[config.mk]
export PLATFORM = sky130hd
export DESIGN_NAME = ersr_regs
export DESIGN_NICKNAME = d
export VERILOG_FILES = /design/src/core/ersr_pkg.sv /design/src/core/ersr_regs.sv
export SDC_FILE = /design/constraint.sdc
export NUM_CORES = 1
export LEC_CHECK = 0
export ABC_AREA = 1
export CORE_MARGIN = 4
export CORE_UTILIZATION = 60
export CTS_CLUSTER_DIAMETER = 120
export CTS_CLUSTER_SIZE = 14
export DETAILED_ROUTE_END_ITERATION = 8
export DONT_BUFFER_PORTS = 1
export PLACE_DENSITY = 0.78
export SYNTH_ARGS = -nofsm -noshare
export SYNTH_HDL_FRONTEND = slang
export SYNTH_SLANG_ARGS = --single-unit
[constraint.sdc]
create_clock -name i_clock -period 3.2 [get_ports i_clock]
set_input_delay 0.8 -clock i_clock [delete_from_list [all_inputs] [get_ports i_clock]]
set_output_delay 0.8 -clock i_clock [all_outputs]
set_load 0.01 [all_outputs]
[src/core/ersr_pkg.sv]
package ersr_pkg;

  // Register addresses on the parallel port
  localparam logic [7:0] ADDR_RX_ALARM_STATUS = 8'h06;
  localparam logic [7:0] ADDR_RX_INFORMATION  = 8'h08;
  localparam logic [7:0] ADDR_SYNC_STATUS     = 8'h1e;

  // Latched register reset value
  localparam logic [7:0] FLAGS_RESET = 8'h00;

  // Search counter geometry
  localparam int          SEARCH_COUNT_W    = 6;
  localparam logic [5:0]  SEARCH_COUNT_ZERO = 6'h00;
  localparam logic [5:0]  SEARCH_COUNT_ONE  = 6'h01;

  // Carrier loss thresholds in bit times
  localparam logic [11:0] CL_ZEROS_SHORT = 12'hff;
  localparam logic [11:0] CL_ZEROS_LONG  = 12'h800;
  localparam logic [7:0]  CL_WINDOW_BITS = 8'hff;
  localparam logic [7:0]  CL_ONES_CLEAR  = 8'h20;

  // Events and conditions from the framer for the alarm status register
  typedef struct packed {
    logic sig_all_ones;     // condition
    logic distant_mf_alarm; // condition
    logic sig_all_zeros;    // condition
    logic sig_change;       // event
    logic rx_slip;          // event
    logic unframed_all_ones;// condition
    logic remote_alarm;     // condition
    logic loss_of_sync;     // condition
  } ersr_alarm_in_t;

  // Events for the receive information register
  typedef struct packed {
    logic tx_store_full;
    logic tx_store_empty;
    logic jitter_limit;
    logic rx_store_full;
    logic rx_store_empty;
    logic crc_resync;
    logic fas_resync;
    logic cas_resync;
  } ersr_info_in_t;

  // Live synchronizer state
  typedef struct packed {
    logic crc_mf_timeout;   // one 8 ms search expired
    logic crc_mf_locked;    // CRC4 multiframe sync reached
    logic fas_search;
    logic cas_search;
    logic crc_search;
  } ersr_sync_in_t;

endpackage

[src/core/ersr_regs.sv]
`timescale 1ns/10ps
// What this block does
// Search counter adds one each time an 8 ms CRC4 search expires.
// Search counter clears when CRC4 multiframe sync is achieved.
// Search counter held clear while CRC4 framing enable bit is zero.
// Search counter is six bits, wraps, sits in synchronizer status bits 7..3; the code shows counter bits 5..2 and 0 there, not bit 1.
// Host should abandon CRC4 search after 400 ms, timed by the counter.
// Signaling all ones flag set on fewer than three zeros per multiframe.
// Signaling all zeros flag set when slot 16 is all zeros.
// Signaling change sets both all ones and all zeros flags.
// Distant multiframe alarm set after two consecutive multiframes with bit set.
// Signaling all ones and distant alarm stay active in CCS mode.
// Receive slip flag set on each frame repeat or delete.
// Unframed all ones flag set on all ones on recovered data.
// Remote alarm flag set on received remote alarm indication.
// Carrier loss optionally detected on digital recovered data inputs.
// Loss of sync flag set while framer is not synchronized.
// Flags latch until read; read clears; only new events set again.
// Condition flags stay set after read while condition persists.
// Synchronizer status is read only, live, no mask write needed.
// Carrier loss after 255 or 2048 zeros; clears on 32 ones in 255.
// Information register latches store full/empty and jitter limit events.
// Information register latches CRC, FAS and CAS resync criteria events.
// Synchronizer status shows FAS, CAS and CRC4 search active live.
module ersr_regs
  import ersr_pkg::*;
#(
  parameter logic [11:0] ZERO_RUN_SHORT = CL_ZEROS_SHORT,  // Zeros that declare carrier loss
  parameter logic [11:0] ZERO_RUN_LONG  = CL_ZEROS_LONG,   // Same, with the long option chosen
  parameter logic [7:0]  WINDOW_BITS    = CL_WINDOW_BITS,  // Bits in one release window
  parameter logic [7:0]  ONES_TO_CLEAR  = CL_ONES_CLEAR    // Marks in a window that release the alarm
)
(
  input  wire logic           i_clock,
  input  wire logic           i_resetn,
  input  wire logic           i_bit_enable,       // One pulse per received bit
  input  wire logic           i_line_mark,        // Analog receiver saw a one
  input  wire logic           i_rx_positive_data_in,
  input  wire logic           i_rx_negative_data_in,
  input  wire logic           i_carrier_digital,  // Use recovered data for carrier loss
  input  wire logic           i_carrier_long,     // 2048 zero threshold
  input  wire logic           i_crc_framing_enable_bit,
  input  wire ersr_alarm_in_t i_alarm,
  input  wire ersr_info_in_t  i_info,
  input  wire ersr_sync_in_t  i_sync,
  input  wire logic [7:0]     i_addr,
  input  wire logic [7:0]     i_wdata,
  input  wire logic           i_write,
  input  wire logic           i_read,
  output logic [7:0]          o_rdata,
  output logic                o_carrier_loss
);

  ////////////////////////////////////////////////////////////////////////////
  // Carrier loss detector

  logic [11:0] zero_run;
  logic [7:0]  win_count;
  logic [7:0]  ones_count;
  logic        mark;
  logic [11:0] zero_limit;

  // Thresholds that the counters below cannot honour are refused before anything runs
  if (ZERO_RUN_SHORT == 12'h000 || ZERO_RUN_LONG == 12'h000 || WINDOW_BITS < 8'h02 ||
      ONES_TO_CLEAR == 8'h00 || ONES_TO_CLEAR > WINDOW_BITS) begin : g_bad_carrier
    $error("carrier loss thresholds out of range");
  end

  // Digital option looks at either rail of the recovered data
  assign mark       = i_carrier_digital ? (i_rx_positive_data_in | i_rx_negative_data_in)
                                        : i_line_mark;
  assign zero_limit = i_carrier_long ? ZERO_RUN_LONG : ZERO_RUN_SHORT;

  // Declare on a zero run, release on enough ones inside a window
  always_ff @(posedge i_clock or negedge i_resetn) begin
    if (!i_resetn) begin
      zero_run       <= 12'h000;
      win_count      <= 8'h00;
      ones_count     <= 8'h00;
      o_carrier_loss <= 1'b0;
    end else if (i_bit_enable) begin
      // Saturate rather than wrap, so a switch to the short limit mid-run still declares
      zero_run <= mark ? 12'h000 : ((zero_run >= zero_limit) ? zero_run : zero_run + 12'h001);
      if (!o_carrier_loss) begin
        win_count  <= 8'h00;
        ones_count <= 8'h00;
        if (!mark && (zero_run + 12'h001 >= zero_limit))
          o_carrier_loss <= 1'b1;
      end else if (win_count == WINDOW_BITS - 8'h01) begin
        // Window closes: a short count restarts rather than sliding, simpler and still bounded
        if (ones_count + {7'h00, mark} >= ONES_TO_CLEAR)
          o_carrier_loss <= 1'b0;
        win_count  <= 8'h00;
        ones_count <= 8'h00;
      end else begin
        win_count  <= win_count + 8'h01;
        ones_count <= ones_count + {7'h00, mark};
      end
    end
  end

  ////////////////////////////////////////////////////////////////////////////
  // Latched registers

  logic [7:0] alarm_status;
  logic [7:0] info_status;
  logic [7:0] alarm_set;
  logic [7:0] alarm_cond;
  logic [7:0] info_set;
  logic       rd_alarm;
  logic       rd_info;

  // Bit order: all ones, distant MF, all zeros, slip, unframed ones, remote, carrier, sync
  assign alarm_set = {i_alarm.sig_all_ones | i_alarm.sig_change,
                      i_alarm.distant_mf_alarm,
                      i_alarm.sig_all_zeros | i_alarm.sig_change,
                      i_alarm.rx_slip,
                      i_alarm.unframed_all_ones,
                      i_alarm.remote_alarm,
                      o_carrier_loss,
                      i_alarm.loss_of_sync};
  // Conditions that must survive a read while still present
  assign alarm_cond = {i_alarm.sig_all_ones, i_alarm.distant_mf_alarm, i_alarm.sig_all_zeros,
                       1'b0, i_alarm.unframed_all_ones, i_alarm.remote_alarm,
                       o_carrier_loss, i_alarm.loss_of_sync};
  assign info_set   = i_info;
  assign rd_alarm   = i_read && (i_addr == ADDR_RX_ALARM_STATUS);
  assign rd_info    = i_read && (i_addr == ADDR_RX_INFORMATION);

  // Alarm register: a read keeps the conditions still present and drops the events
  ersr_flag_bank #(
    .WIDTH ($bits(alarm_set))
  ) u_alarm_bank (
    .i_clock  (i_clock),
    .i_resetn (i_resetn),
    .i_clear  (rd_alarm),
    .i_set    (alarm_set),
    .i_keep   (alarm_cond),
    .o_flags  (alarm_status)
  );

  // Information register: every bit is an event, so nothing survives a read
  ersr_flag_bank #(
    .WIDTH ($bits(info_set))
  ) u_info_bank (
    .i_clock  (i_clock),
    .i_resetn (i_resetn),
    .i_clear  (rd_info),
    .i_set    (info_set),
    .i_keep   (FLAGS_RESET),
    .o_flags  (info_status)
  );

  ////////////////////////////////////////////////////////////////////////////
  // CRC4 sync search counter

  logic [SEARCH_COUNT_W-1:0] search_count;

  // One step is one failed search, so the host reads elapsed search time from it;
  // it wraps silently, so a host that polls too rarely will misjudge a long search

  // Clear wins over a timeout in the same cycle
  always_ff @(posedge i_clock or negedge i_resetn) begin
    if (!i_resetn)
      search_count <= SEARCH_COUNT_ZERO;
    else if (!i_crc_framing_enable_bit)
      search_count <= SEARCH_COUNT_ZERO;
    else if (i_sync.crc_mf_locked)
      search_count <= SEARCH_COUNT_ZERO;
    else if (i_sync.crc_mf_timeout)
      search_count <= search_count + SEARCH_COUNT_ONE;
  end

  ////////////////////////////////////////////////////////////////////////////
  // Read data; bit 1 of the counter is not visible (five bits shown)
  // Writes are ignored: the live register needs no mask write, and the mask scheme of
  // the latched registers is left out, so a read clears every flag of the register read except conditions still present

  always_ff @(posedge i_clock or negedge i_resetn) begin
    if (!i_resetn)
      o_rdata <= 8'h00;
    else if (i_read) begin
      case (i_addr)
        ADDR_RX_ALARM_STATUS: o_rdata <= alarm_status;
        ADDR_RX_INFORMATION:  o_rdata <= info_status;
        ADDR_SYNC_STATUS:     o_rdata <= {search_count[5:2], search_count[0],
                                          i_sync.fas_search, i_sync.cas_search,
                                          i_sync.crc_search};
        default:              o_rdata <= 8'h00;
      endcase
    end
  end

endmodule

////////////////////////////////////////////////////////////////////////////
// One register of read-to-clear flags. A set in the cycle of the read wins, so an
// event that lands while the host is reading is held for the next read, not lost.
module ersr_flag_bank
  import ersr_pkg::*;
#(
  parameter int unsigned WIDTH = $bits(FLAGS_RESET)  // Flags in the register
)
(
  input  wire logic             i_clock,
  input  wire logic             i_resetn,
  input  wire logic             i_clear,  // Host read of this register
  input  wire logic [WIDTH-1:0] i_set,    // Events and live conditions this cycle
  input  wire logic [WIDTH-1:0] i_keep,   // Conditions that must survive the read
  output logic      [WIDTH-1:0] o_flags
);

  // The reset value is one register wide; any other width has no defined reset
  if (WIDTH != $bits(FLAGS_RESET)) begin : g_bad_width
    $error("flag register width must match the register reset value");
  end

  // Set wins over the read clear
  always_ff @(posedge i_clock or negedge i_resetn) begin
    if (!i_resetn)
      o_flags <= FLAGS_RESET;
    else
      o_flags <= (i_clear ? i_keep : o_flags) | i_set;
  end

endmodule

# --- Word level (Yosys, flattened, before mapping) ---
# Index checks and enable logic that the tools add are counted.
word_totals:
  regBits: 59
  out_inout_bits: 9
  elab_cells: 49
classes:
  addsub: 4
  magnitude_cmp: 3
  eq_ne: 6
  muxes: 18
  bitwise_logic: 5
  n_reduce_logical: 5
ops:
  columns: ["operator", "n"]
  rows:
  - ["$mux 8", 6]
  - ["$mux 12", 3]
  - ["$ge 12x12->1", 2]
  - ["$pmux 8 s3", 1]
  - ["$mux 6", 3]
  - ["$or 8x8->8", 2]
  - ["$add 12x1->12 const B", 1]
  - ["$add 8x1->8", 1]
  - ["$add 8x1->8 const B", 1]
  - ["$eq 8x3->1 const B", 1]
  - ["$eq 8x4->1 const B", 1]
  - ["$eq 8x5->1 const B", 1]
  - ["$eq 8x8->1 const B", 1]
  - ["$ge 8x6->1 const B", 1]
  - ["$add 6x1->6 const B", 1]
  - ["$mux 1", 5]
  - ["$logic_and 1x1->1", 3]
  - ["$ne 3x1->1 const B", 1]
  - ["$or 1x1->1", 3]
  - ["$ne 2x2->1 const B", 1]
  - ["$reduce_and 2->1", 1]
  - ["$logic_not 1->1", 1]

# --- Longest topological paths before layout ---
# Gate-level depths: netlist (run 1).
logic_depth:
  ltp_word: 7
  mapped_depth: 17
  ltp_nobuf: 17

# --- By module ---
# Synthesis (run 1) repeated with hierarchy kept, for this count alone.
hier_totals:
  hier_cells: 505
  area_unflattened_um2: 3816.2
modules_own_cells:
  columns: ["module", "n_inst", "cells_per_inst", "area_per_inst_um2", "seq_area_each_um2"]
  rows:
  - ["ersr_regs", 1, 421, 2990.4, 1076.0]
  - ["ersr_flag_bank", 2, 42, 412.9, 200.2]

# --- Worst setup path before layout (run 1) ---
# OpenSTA, ideal clock, no wires.
synth_path:
  kind: "input-to-reg"
  startpoint: "in i_rx_positive_data_in"
  endpoint: "reg o_carrier_loss"
  t_arrival_ps: 2349
  setup_slack_ps: 735
  stages: 14
  n_path_buf: 1
  cell_sequence: "inv_1 > a31oi_1 > clkbuf_1 > ha_1 > ha_1 > nand2_1 > nor2_1 > nand3_1 > xor2_1 > inv_1 > nand3_1 > nand2_1 > nand2_1 > nand2_1"
synth_via:
  elab_chain_len: 7
  elab_cells_between_ends: 10
  cone_classes: "1 x add/sub; 1 x order compare; 5 x mux; 1 x bitwise; 2 x reduce/logical"
synth_lines:
  columns: ["element", "line_no", "source"]
  rows:
  - ["from (decl)", "ersr_regs.sv:38", "input wire logic i_rx_positive_data_in,"]
  - ["$or 1x1->1 (*)", "ersr_regs.sv:70", "assign mark = i_carrier_digital ? (i_rx_positive_data_in | i_rx_negative_data_in)"]
  - ["$mux 1 (*)", "ersr_regs.sv:70", null]
  - ["$add 8x1->8", "ersr_regs.sv:91", "if (ones_count + {7'h00, mark} >= ONES_TO_CLEAR)"]
  - ["$ge 8x6->1", "ersr_regs.sv:91", null]
  - ["$mux 1", "ersr_regs.sv:91", null]
  - ["$mux 1", "ersr_regs.sv:89", "end else if (win_count == WINDOW_BITS - 8'h01) begin"]
  - ["$mux 1 (*)", "ersr_regs.sv:84", "if (!o_carrier_loss) begin"]
  - ["to (signal assigned)", "ersr_regs.sv:80", "o_carrier_loss <= 1'b0;"]
  - ["to (signal assigned)", "ersr_regs.sv:88", "o_carrier_loss <= 1'b1;"]
  - ["to (signal assigned)", "ersr_regs.sv:92", "o_carrier_loss <= 1'b0;"]
  - ["to (decl)", "ersr_regs.sv:51", "output logic o_carrier_loss"]
# Mark *: on every way between the ends. The rest lies on a longest branch, timed or not.
# A chain may end at the register's enable or synchronous reset.

# --- Final worst setup path (run 1) ---
layout_path:
  startpoint: "reg zero_run[0]"
  endpoint: "reg o_carrier_loss"
layout_via:
  elab_chain_len: 5
layout_lines:
  columns: ["element", "line_no", "source"]
  rows:
  - ["from (decl)", "ersr_regs.sv:57", "logic [11:0] zero_run;"]
  - ["from (signal assigned)", "ersr_regs.sv:83", "zero_run <= mark ? 12'h000 : ((zero_run >= zero_limit) ? zero_run : zero_run + 12'h001);"]
  - ["$add 12x1->12", "ersr_regs.sv:87", "if (!mark && (zero_run + 12'h001 >= zero_limit))"]
  - ["$ge 12x12->1", "ersr_regs.sv:87", null]
  - ["$logic_and 1x1->1", "ersr_regs.sv:87", null]
  - ["$mux 1", "ersr_regs.sv:87", null]
  - ["$mux 1", "ersr_regs.sv:84", null]
# Every way passes these cells.

==> flow_metrics.env, run 1 <==
export IMPL_grt_pass1_vias=2948
export IMPL_grt_pass1_wl_um=12900
export IMPL_port_buffers=0
export IMPL_regArea_um2=1480
export IMPL_first_pass_iters=5
export IMPL_final_layout_size_suffix_gt1_share_pct=6.01
export IMPL_clock_latency_ps=330
export IMPL_drt_wl_total_um=7380
export IMPL_power_density_nw_per_um2=443
export IMPL_finalInstanceArea_um2=3800
export IMPL_totalPowerFinal_mw=1.69
export IMPL_hold_viol_final=0
export IMPL_cts_tree="built"
export IMPL_netlist_area_um2=3520
export IMPL_grt_overflow=0
export IMPL_nets=534
export IMPL_rsz0062_at_grt="false"
export IMPL_multi_input_area_um2=1740
export IMPL_syn_inst=457
export IMPL_num_vias=2926
export IMPL_worst_pin_slew_ps=436
export IMPL_die_width_um=84.6
export IMPL_gp_congestion=0.855
export IMPL_hold_class="in2async"
export IMPL_slew_violations=0
export IMPL_synthXorXnorAreaFrac_pct=2.74
export IMPL_clockBufferDepth=2
export IMPL_synth_cell_types=36
export IMPL_final_common_cell="nand2_1"
export IMPL_fmax_mhz=424
export IMPL_final_cell_mix="116 x nand2_1, 70 x inv_1, 59 x dfrtp_1"
export IMPL_grt_start_max_net_pins=60
export IMPL_cts_hold_buffers=0
export IMPL_wl_per_cell_um=13.7
export IMPL_synthAdderAreaFrac_pct=8.53
export IMPL_syn_num_nets=529
export IMPL_syn_avg_cell_area_um2=7.70
export IMPL_synth_simple_area_share_pct=26.7
export IMPL_ys_warn_count=0
export IMPL_htree_levels=3
export IMPL_synth_compound_area_share_pct=11.4
export IMPL_cts_setup_buffers=0
export IMPL_rows=27
export IMPL_boundaryPins=57
export IMPL_fin_skew_ps=5.96
export IMPL_n_antenna_cell=0
export IMPL_drtAntennaViolNets=0
export IMPL_cts_resized=0
export IMPL_placed_area_um2=3580
export IMPL_cap_violations=0
export IMPL_synth_edff_count=0
export IMPL_die_y_um=84.6
export IMPL_place_hpwl_um=5300
export IMPL_root_buffer="clkbuf_8"
export IMPL_initial_utilization_pct=62.7
export IMPL_cts_clk_slew_worst_paths_ps=70
export IMPL_ys_seq_elements=59
export IMPL_critical_path_arrival_ps=2580
export IMPL_cp_max_fo=6
export IMPL_setup_viol=0
export IMPL_drt_initial_drc_count=248
export IMPL_status="finished, final reports clean"
export IMPL_grt_usage_pct=22.1
export IMPL_synth_top_family_by_area="simple AND/OR/NAND/NOR gates"
export IMPL_cts_buffers_inserted=9
export IMPL_worstSetupPathType="reg2reg"
export IMPL_fin_crit_ps=2360
export IMPL_num_fill_cells=472
export IMPL_max_slew_margin_pct=70.9
export IMPL_dieArea_um2=7150
export IMPL_p_leak_nw=2.05
export IMPL_vias_per_cell=5.44
export IMPL_ir_drop_mv=0.327
export IMPL_antenna_found_initial=0
export IMPL_finalCritPeriodShare_pct=73.8
export IMPL_cp_end_kind="flip-flop"
export IMPL_ys_seq_area_share_pct=42.0
export IMPL_start_kind="flip-flop"
export IMPL_worst_ep_required_time_ps=3420
export IMPL_async_flop_share_pct=100
export IMPL_final_setup_tns_ps=0
export IMPL_fp_coreArea_um2=5610
export IMPL_synthFlopType="dfrtp_1"
export IMPL_syn2layout_area_growth_pct=8.07
export IMPL_cts_num_sinks=59
export IMPL_drc=0
export IMPL_synth_mux_area_share_pct=0
[state kept, by name, indices dropped and copies added (netlist names)]
signal                count
u_info_bank.o_flags       8
o_carrier_loss            1
ones_count                8
win_count                 8
zero_run                 12
o_rdata                   8
search_count              6
u_alarm_bank.o_flags      8
[stage by stage]
| stage | hold slack (ps) | worst slack [ps] | util [%] | cells |
|---|---|---|---|---|
| after global routing | 135 | 625 | 67.8 | 538 |
| final | 157 | 840 | 67.8 | 538 |
| after detailed placement | 464 | 744 | 63.8 | 523 |
| after floorplan | 433 | 735 | - | 457 |
| after global placement | 450 | 853 | 63.8 | 523 |
| after CTS | 143 | 865 | 67.8 | 538 |
[cells in the mapped netlist, types with 9 or more instances]
master,number,area (um^2)
o21bai_1,13,97.6
inv_1,70,263
o21ai_0,18,90.1
a21oi_1,16,80.1
ha_1,24,300
dfrtp_1,59,1480
nand3_1,24,120
xor2_1,10,87.6
nand2_1,116,435
nor2_1,45,169
o22ai_1,9,56.3
nor3_1,10,50.1
[critical path: stages (launching register included)]
cell,delay (ps)
dfrtp_1,440
nand3_1,170
nor2_2,250
nand3_1,130
xor2_1,190
inv_1,60
ha_1,280
a21o_1,180
nor2_1,100
nand3_1,80
nor2_1,110
nand2_1,70
nand2_1,60
nand2_1,40
nand2_1,60
nand2_1,50
[layer usage]
| metal | up-vias | global-route usage, % | part of all wire (%) |
|---|---|---|---|
| met4 | 0 | 10.9 | 2.6 |
| met1 | 1378 | 27.3 | 43 |
| li1 | 1465 | - | - |
| met2 | 65 | 36.6 | 49 |
| met5 | - | 0 | 0 |
| met3 | 18 | 4.91 | 4.8 |
[final cells by class]
type	instances	area share, %
Clock buffer	11	3.98
Clock inverter	4	1.94
Inverter	71	7.01
Multi-Input combinational cell	320	45.7
Sequential cell	59	38.8
Tap cell	72	2.37
Timing Repair Buffer	1	0.197
[path summary, 6_finish.rpt]
kind                            depth (start not counted)              end  slack (ps)       startpoint
worst min register to register                          1  search_count[5]         470  search_count[5]
max in group asynchronous                               0     win_count[6]        2940         i_resetn
min in group i_clock                                    1  search_count[5]         470  search_count[5]
worst max register to register                         15   o_carrier_loss         840      zero_run[0]
worst max-delay path                                   15   o_carrier_loss         840      zero_run[0]
worst min-delay path                                    0      zero_run[3]         160         i_resetn
[report_power, final]
part / switching, mW / internal, mW
clock network: 0.290 / 0.477
registers: 0.0265 / 0.767
logic: 0.0768 / 0.0492
total: 0.394 / 1.29
[cell families (layout without fill, tap and decap cells)]
logic type      Yosys count  count (layout)
flops                    59              59
compound gates           67              67
fa+ha+maj                24              24
xor+xnor                 11              11
simple gates            218             218
buf+inv                  78              87
No activity file was read; power rests on OpenSTA's default activity.
==> inputs of run 2 (changes only) <==
ABC_AREA = 0   (was 1)
clock period = 2.2 ns   (was 3.2 ns; I/O delays follow)
==> run 2 against run 1 <==
- the flow now finishes with violations (negative setup slack)
- global-route usage is 3.0 points higher
- first-iteration DRC count is 40% higher
- core utilization is 9.7 points higher
- non-clock buffer count is 52 higher
- cell count is 13% lower
- critical path depth is 8 lower
- highest routed layer unchanged
==> flow_metrics.env, run 2 <==
export IMPL_fin_crit_ps=2400
export IMPL_fp_coreArea_um2=5540
export IMPL_worstSetupPathType="reg2reg"
export IMPL_die_width_um=83.8
export IMPL_slew_violations=0
export IMPL_synthTopCellsByCount="59 x dfrtp_1, 27 x nand2_1, 24 x ha_1"
export IMPL_syn_num_nets=413
export IMPL_netlist_area_um2=3450
export IMPL_cp_end_kind="flip-flop"
export IMPL_hold_viol_final=0
export IMPL_wl_per_cell_um=20.2
export IMPL_cts_clk_slew_worst_paths_ps=60
export IMPL_violations="negative setup slack"
export IMPL_worst_pin_slew_ps=518
export IMPL_n_antenna_cell=0
export IMPL_drt_initial_drc_count=348
export IMPL_drt_wl_total_um=9510
export IMPL_totalPowerFinal_mw=2.35
export IMPL_antenna_found_initial=0
export IMPL_setup_viol=12
export IMPL_die_y_um=83.8
export IMPL_drc=0
export IMPL_num_vias=3159
export IMPL_final_util_pct=77.6
export IMPL_first_pass_iters=5
export IMPL_ys_seq_area_share_pct=42.8
export IMPL_place_hpwl_um=5740
export IMPL_port_buffers=0
export IMPL_final_layout_size_suffix_gt1_share_pct=25.9
export IMPL_synth_cell_types=51
export IMPL_largest_register_ffs=12
export IMPL_htree_levels=3
export IMPL_initial_utilization_pct=62.2
export IMPL_fin_skew_ps=6.66
export IMPL_clockBufferDepth=2
export IMPL_rsz0062_at_grt="true"
export IMPL_syn_avg_cell_area_um2=10.1
export IMPL_yosysTopAreaCell="dfrtp_1"
export IMPL_grt_pass1_wl_um=14100
export IMPL_ys_warn_count=0
export IMPL_p_leak_nw=1.93
export IMPL_async_flop_share_pct=100
export IMPL_vias_per_cell=6.72
export IMPL_final_common_cell="dfrtp_1"
export IMPL_synth_edff_count=0
export IMPL_synthTopCellsByArea="dfrtp_1 43%, ha_1 8.7%, a21o_1 4.6%"
export IMPL_synthFlopType="dfrtp_1"
export IMPL_gp_congestion=0.845
export IMPL_cts_tree="built"
export IMPL_grt_overflow=0
export IMPL_grt_usage_pct=25.2
export IMPL_rows=27
export IMPL_clock_latency_ps=340
export IMPL_drtAntennaViolNets=0
export IMPL_status="finished, violations left"
export IMPL_regMostFlops="zero_run"
export IMPL_yosysTopAreaCellShare_pct=42.8
export IMPL_cts_num_sinks=59
export IMPL_root_buffer="clkbuf_8"
export IMPL_finalCritPeriodShare_pct=109
export IMPL_cts_buffers_inserted=9
export IMPL_cp_max_fo=4
export IMPL_max_slew_margin_pct=65.5
export IMPL_grt_pass1_vias=2945
export IMPL_boundaryPins=57
export IMPL_hold_class="in2async"
export IMPL_final_cell_mix="57 x dfrtp_1, 46 x buf_4, 26 x nand2_1"
export IMPL_post_synth_top_count_cell="dfrtp_1"
export IMPL_ir_drop_mv=0.369
export IMPL_dieArea_um2=7020
export IMPL_nets=465
export IMPL_power_density_nw_per_um2=548
export IMPL_place_ws_ps=-241
export IMPL_fmax_mhz=417
export IMPL_worst_ep_required_time_ps=2420
export IMPL_ys_seq_elements=59
export IMPL_syn_inst=341
export IMPL_cap_violations=0
export IMPL_start_kind="flip-flop"
export IMPL_critical_path_arrival_ps=2620
export IMPL_syn2layout_area_growth_pct=24.6
export IMPL_fin_ws_ps=-201
export IMPL_grt_start_max_net_pins=60
[run 2: per-stage QoR]
step	instance area (um^2)	setup TNS, ps	instances	hold slack, ps
finish	4300	-1220	470	77.5
global route	4300	-1870	470	75.4
CTS	4100	-38.0	457	72.2
detailed placement	3800	-2230	437	256
global placement	3800	-1610	437	256
floorplan	3500	-264	341	254
[run 2: per-layer routing]
| metal | share of wire (%) | vias up | GRT usage, % |
|---|---|---|---|
| li1 | - | 1408 | - |
| met1 | 39 | 1560 | 30.4 |
| met2 | 49 | 151 | 41.8 |
| met3 | 7.2 | 40 | 5.82 |
| met4 | 4.7 | 0 | 13.0 |
| met5 | 0 | - | 0 |
[run 2: worst paths after layout]
check	cells past startpoint	to	from	slack, ps
setup / recovery	7	zero_run[2]	zero_run[4]	-200
hold / removal	1	o_rdata[5]	i_resetn	80
setup reg to reg	7	zero_run[2]	zero_run[4]	-200
hold reg to reg	1	u_info_bank.o_flags[7]	u_info_bank.o_flags[7]	480
max in group asynchronous	1	zero_run[4]	i_resetn	1870
min in group i_clock	1	win_count[0]	i_bit_enable	290
[run 2: cell families after synthesis]
kind of cell | after synthesis | synth area share (%)
AND/OR/NAND/NOR | 121 | 19.9
AO/OA/AOI/OAI | 94 | 20.8
flip-flops | 59 | 42.8
buffers and inverters | 26 | 3.30
adder cells (fa/ha/maj) | 24 | 8.71
XOR/XNOR | 12 | 3.05
multiplexers | 5 | 1.49
[run 2: layout make-up]
class,count,area [um^2]
Timing Repair Buffer,53,440
Sequential cell,59,1480
Fill cell,339,1240
Tap cell,72,90.1
Multi-Input combinational cell,257,2040
Clock inverter,5,52.6
Inverter,13,55.1
Clock buffer,11,141
[run 2: timing repair]
| item | CTS | global route |
|---|---|---|
| hold endpoints to repair | 59 | 0 |
| setup endpoints to repair | 11 | 13 |
| resized for setup | 11 | 18 |
| cloned | 1 | 0 |
| hold buffers | 1 | 0 |
| setup buffers | 2 | 13 |
| pin swaps | 8 | 14 |
[run 2: where the power goes]
| part | internal (mW) | leakage, nW | total, mW | switching [mW] |
|---|---|---|---|---|
| registers | 1.10 | 0.739 | 1.11 | 0.0122 |
| clock network | 0.548 | 0.0991 | 0.973 | 0.425 |
| logic | 0.127 | 1.09 | 0.269 | 0.142 |
[run 2: worst max-delay path: stages, from the launching register on]
cell,delay [ps]
dfrtp_2,440
ha_1,310
nand4_1,130
or4_4,570
o211ai_4,330
buf_6,150
nor2_4,40
a221o_1,300
==> inputs of run 3 (changes only) <==
CELL_PAD_IN_SITES_DETAIL_PLACEMENT = 0   (was not set)
CELL_PAD_IN_SITES_GLOBAL_PLACEMENT = 1   (was not set)
CORE_UTILIZATION = 49   (was 60)
HOLD_SLACK_MARGIN = 0.08   (was not set)
MAX_ROUTING_LAYER = met4   (was not set)
PLACE_DENSITY = 0.81   (was 0.78)
==> run 3 against run 2 <==
- critical endpoint is now o_carrier_loss
- the flow still finishes with violations (negative setup slack)
- first-iteration DRC count shrank 57%
- non-clock buffer count shrank 6
- sequential share of layout area is essentially flat
- total power grew 4.3%
- setup slack gained 150 ps
- flip-flop and latch count is the same
- global-route usage shrank 4.2 points
- cell count grew 3.6%
==> flow_metrics.env, run 3 (synthesized netlist as in run 2, its figures left out) <==
export IMPL_status="finished, violations left"
export IMPL_violations="negative setup slack"
export IMPL_cap_violations=0
export IMPL_r2r_end="o_carrier_loss"
export IMPL_initial_utilization_pct=50.5
export IMPL_grt_usage_pct=20.9
export IMPL_fp_coreArea_um2=6830
export IMPL_final_cell_mix="57 x dfrtp_1, 43 x buf_4, 26 x nand2_1"
export IMPL_first_pass_iters=4
export IMPL_grt_pass1_wl_um=13700
export IMPL_fin_ws_ps=-51.5
export IMPL_worstSetupPathType="reg2reg"
export IMPL_min_to="win_count[0]"
export IMPL_crit_family="compound AO/OA/AOI/OAI gates"
export IMPL_fin_crit_ps=2250
export IMPL_cts_tree="built"
export IMPL_place_hpwl_um=5610
export IMPL_place_ws_ps=-231
export IMPL_nets=459
export IMPL_grt_use_met2_pct=33.8
export IMPL_hold_viol_final=0
export IMPL_final_common_cell="dfrtp_1"
export IMPL_antenna_found_initial=0
export IMPL_final_layout_size_suffix_gt1_share_pct=24.6
export IMPL_drc=0
export IMPL_p_leak_nw=1.91
export IMPL_gp_congestion=0.847
export IMPL_critical_path_arrival_ps=2470
export IMPL_cts_num_sinks=59
export IMPL_boundaryPins=57
export IMPL_cp_end_kind="flip-flop"
export IMPL_hold_path_startpoint="i_bit_enable"
export IMPL_worst_ep_required_time_ps=2420
export IMPL_fmax_mhz=444
export IMPL_global_route_usage_met1_pct=26.1
export IMPL_cts_buffers_inserted=9
export IMPL_power_switching_mw=0.551
export IMPL_cp_slowest_cell="dfrtp_1"
export IMPL_clkPwrFrac_pct=45.3
export IMPL_power_density_nw_per_um2=572
export IMPL_slew_violations=0
export IMPL_cp_num_buf_inv=1
export IMPL_grt_start_max_net_pins=60
export IMPL_drt_wl_total_um=8270
export IMPL_totalPowerFinal_mw=2.46
export IMPL_power_frac_comb_pct=9.4
export IMPL_worst_pin_slew_ps=608
export IMPL_rsz0062_at_grt="true"
export IMPL_num_vias=2899
export IMPL_die_width_um=91.9
export IMPL_die_y_um=91.9
export IMPL_port_buffers=0
export IMPL_wl_per_cell_um=17.0
export IMPL_n_antenna_cell=0
export IMPL_hold_depth=1
export IMPL_clockBufferDepth=2
export IMPL_clock_latency_ps=340
export IMPL_grt_pass1_vias=2806
export IMPL_htree_levels=3
export IMPL_regMostFlops="zero_run"
export IMPL_vias_per_cell=5.95
export IMPL_max_slew_margin_pct=59.4
export IMPL_internal_power_mw=1.91
export IMPL_finalCritPeriodShare_pct=102
export IMPL_netSwitchingFraction_pct=22.4
export IMPL_cp_max_fo=4
export IMPL_crit_chain="and4_4 > buf_4 > nand4_1 > xnor2_2 > ha_1 > a2111oi_2 > o221ai_1 > o221a_2"
export IMPL_top_usage_layer="met2"
export IMPL_r2r_start="zero_run[0]"
export IMPL_root_buffer="clkbuf_8"
export IMPL_largest_register_ffs=12
export IMPL_dieArea_um2=8440
export IMPL_final_util_pct=62.9
export IMPL_start_kind="flip-flop"
export IMPL_rows=30
export IMPL_final_setup_tns_ps=-56.3
export IMPL_drt_initial_drc_count=151
export IMPL_worstRegToRegCells=8
export IMPL_rrSetupSlack_ps=-50
export IMPL_seq_power_share_pct=45.3
export IMPL_hold_class="in2reg"
export IMPL_drtAntennaViolNets=0
export IMPL_fin_skew_ps=9.39
export IMPL_syn2layout_area_growth_pct=24.6
export IMPL_ir_drop_mv=0.278
export IMPL_grt_overflow=0
export IMPL_max_stage_delay_ps=410
export IMPL_setup_viol=2
export IMPL_cts_clk_slew_worst_paths_ps=60
export IMPL_grt_use_met3_pct=5.41
## run 3: cell count changes in the layout (fill, tap and decap cells not counted), sizes merged
cell / delta
clkinv: -1
buf: -7
bufinv: +1
clkinvlp: -1
dlygate4sd3: +1
## run 3: layout make-up
| class | instances | area (um^2) |
|---|---|---|
| Inverter | 13 | 55.1 |
| Tap cell | 96 | 120 |
| Clock buffer | 11 | 151 |
| Multi-Input combinational cell | 257 | 2030 |
| Fill cell | 578 | 2540 |
| Clock inverter | 4 | 73.8 |
| Timing Repair Buffer | 47 | 383 |
| Sequential cell | 59 | 1480 |
## run 3: what timing repair did
item,CTS,global route
hold endpoints to repair,59,0
pin swaps,10,6
endpoints found under the setup margin,12,12
resized for setup,18,6
cloned,1,0
buffers inserted,4,3
hold buffers,2,0
## run 3: how the worst max path moves through the flow
stage,start,end,slack (ps),depth (start not counted)
final,zero_run[0],o_carrier_loss,-50,8
after CTS,zero_run[0],o_carrier_loss,-40,9
after floorplan,zero_run[0],o_carrier_loss,-80,10
after detailed placement,i_carrier_long,zero_run[6],-230,7
after global placement,i_carrier_long,zero_run[3],-160,7
after global routing,zero_run[0],o_carrier_loss,-180,9
## run 3: worst reg2reg max path: stages, from the launching register on
cell	delay, ps
dfrtp_1	410
and4_4	270
buf_4	140
nand4_1	170
xnor2_2	190
ha_1	300
a2111oi_2	350
o221ai_1	170
o221a_2	140
## run 3: stage by stage
stage / std cells / hold WS [ps] / cell area, um^2
2_1_floorplan: 341 / 254 / 3500
3_3_place_gp: 462 / 256 / 3840
3_5_place_dp: 462 / 256 / 3840
4_1_cts: 484 / 281 / 4240
5_1_grt: 487 / 278 / 4290
6_report: 487 / 297 / 4290
## run 3: routing by layer
layer,vias to the layer above,wire length (um)
li1,1391,-
met1,1412,3690
met4,0,208
met2,73,3930
met3,23,436
met5,-,0
## run 3: power by group through the flow
stage	combinational, mW	sequential, mW	clock (mW)
2_1_floorplan	0.127	1.13	0
3_3_place_gp	0.165	1.13	0
3_5_place_dp	0.171	1.13	0
4_1_cts	0.227	1.11	1.14
5_1_grt	0.262	1.11	1.18
6_report	0.230	1.11	1.11
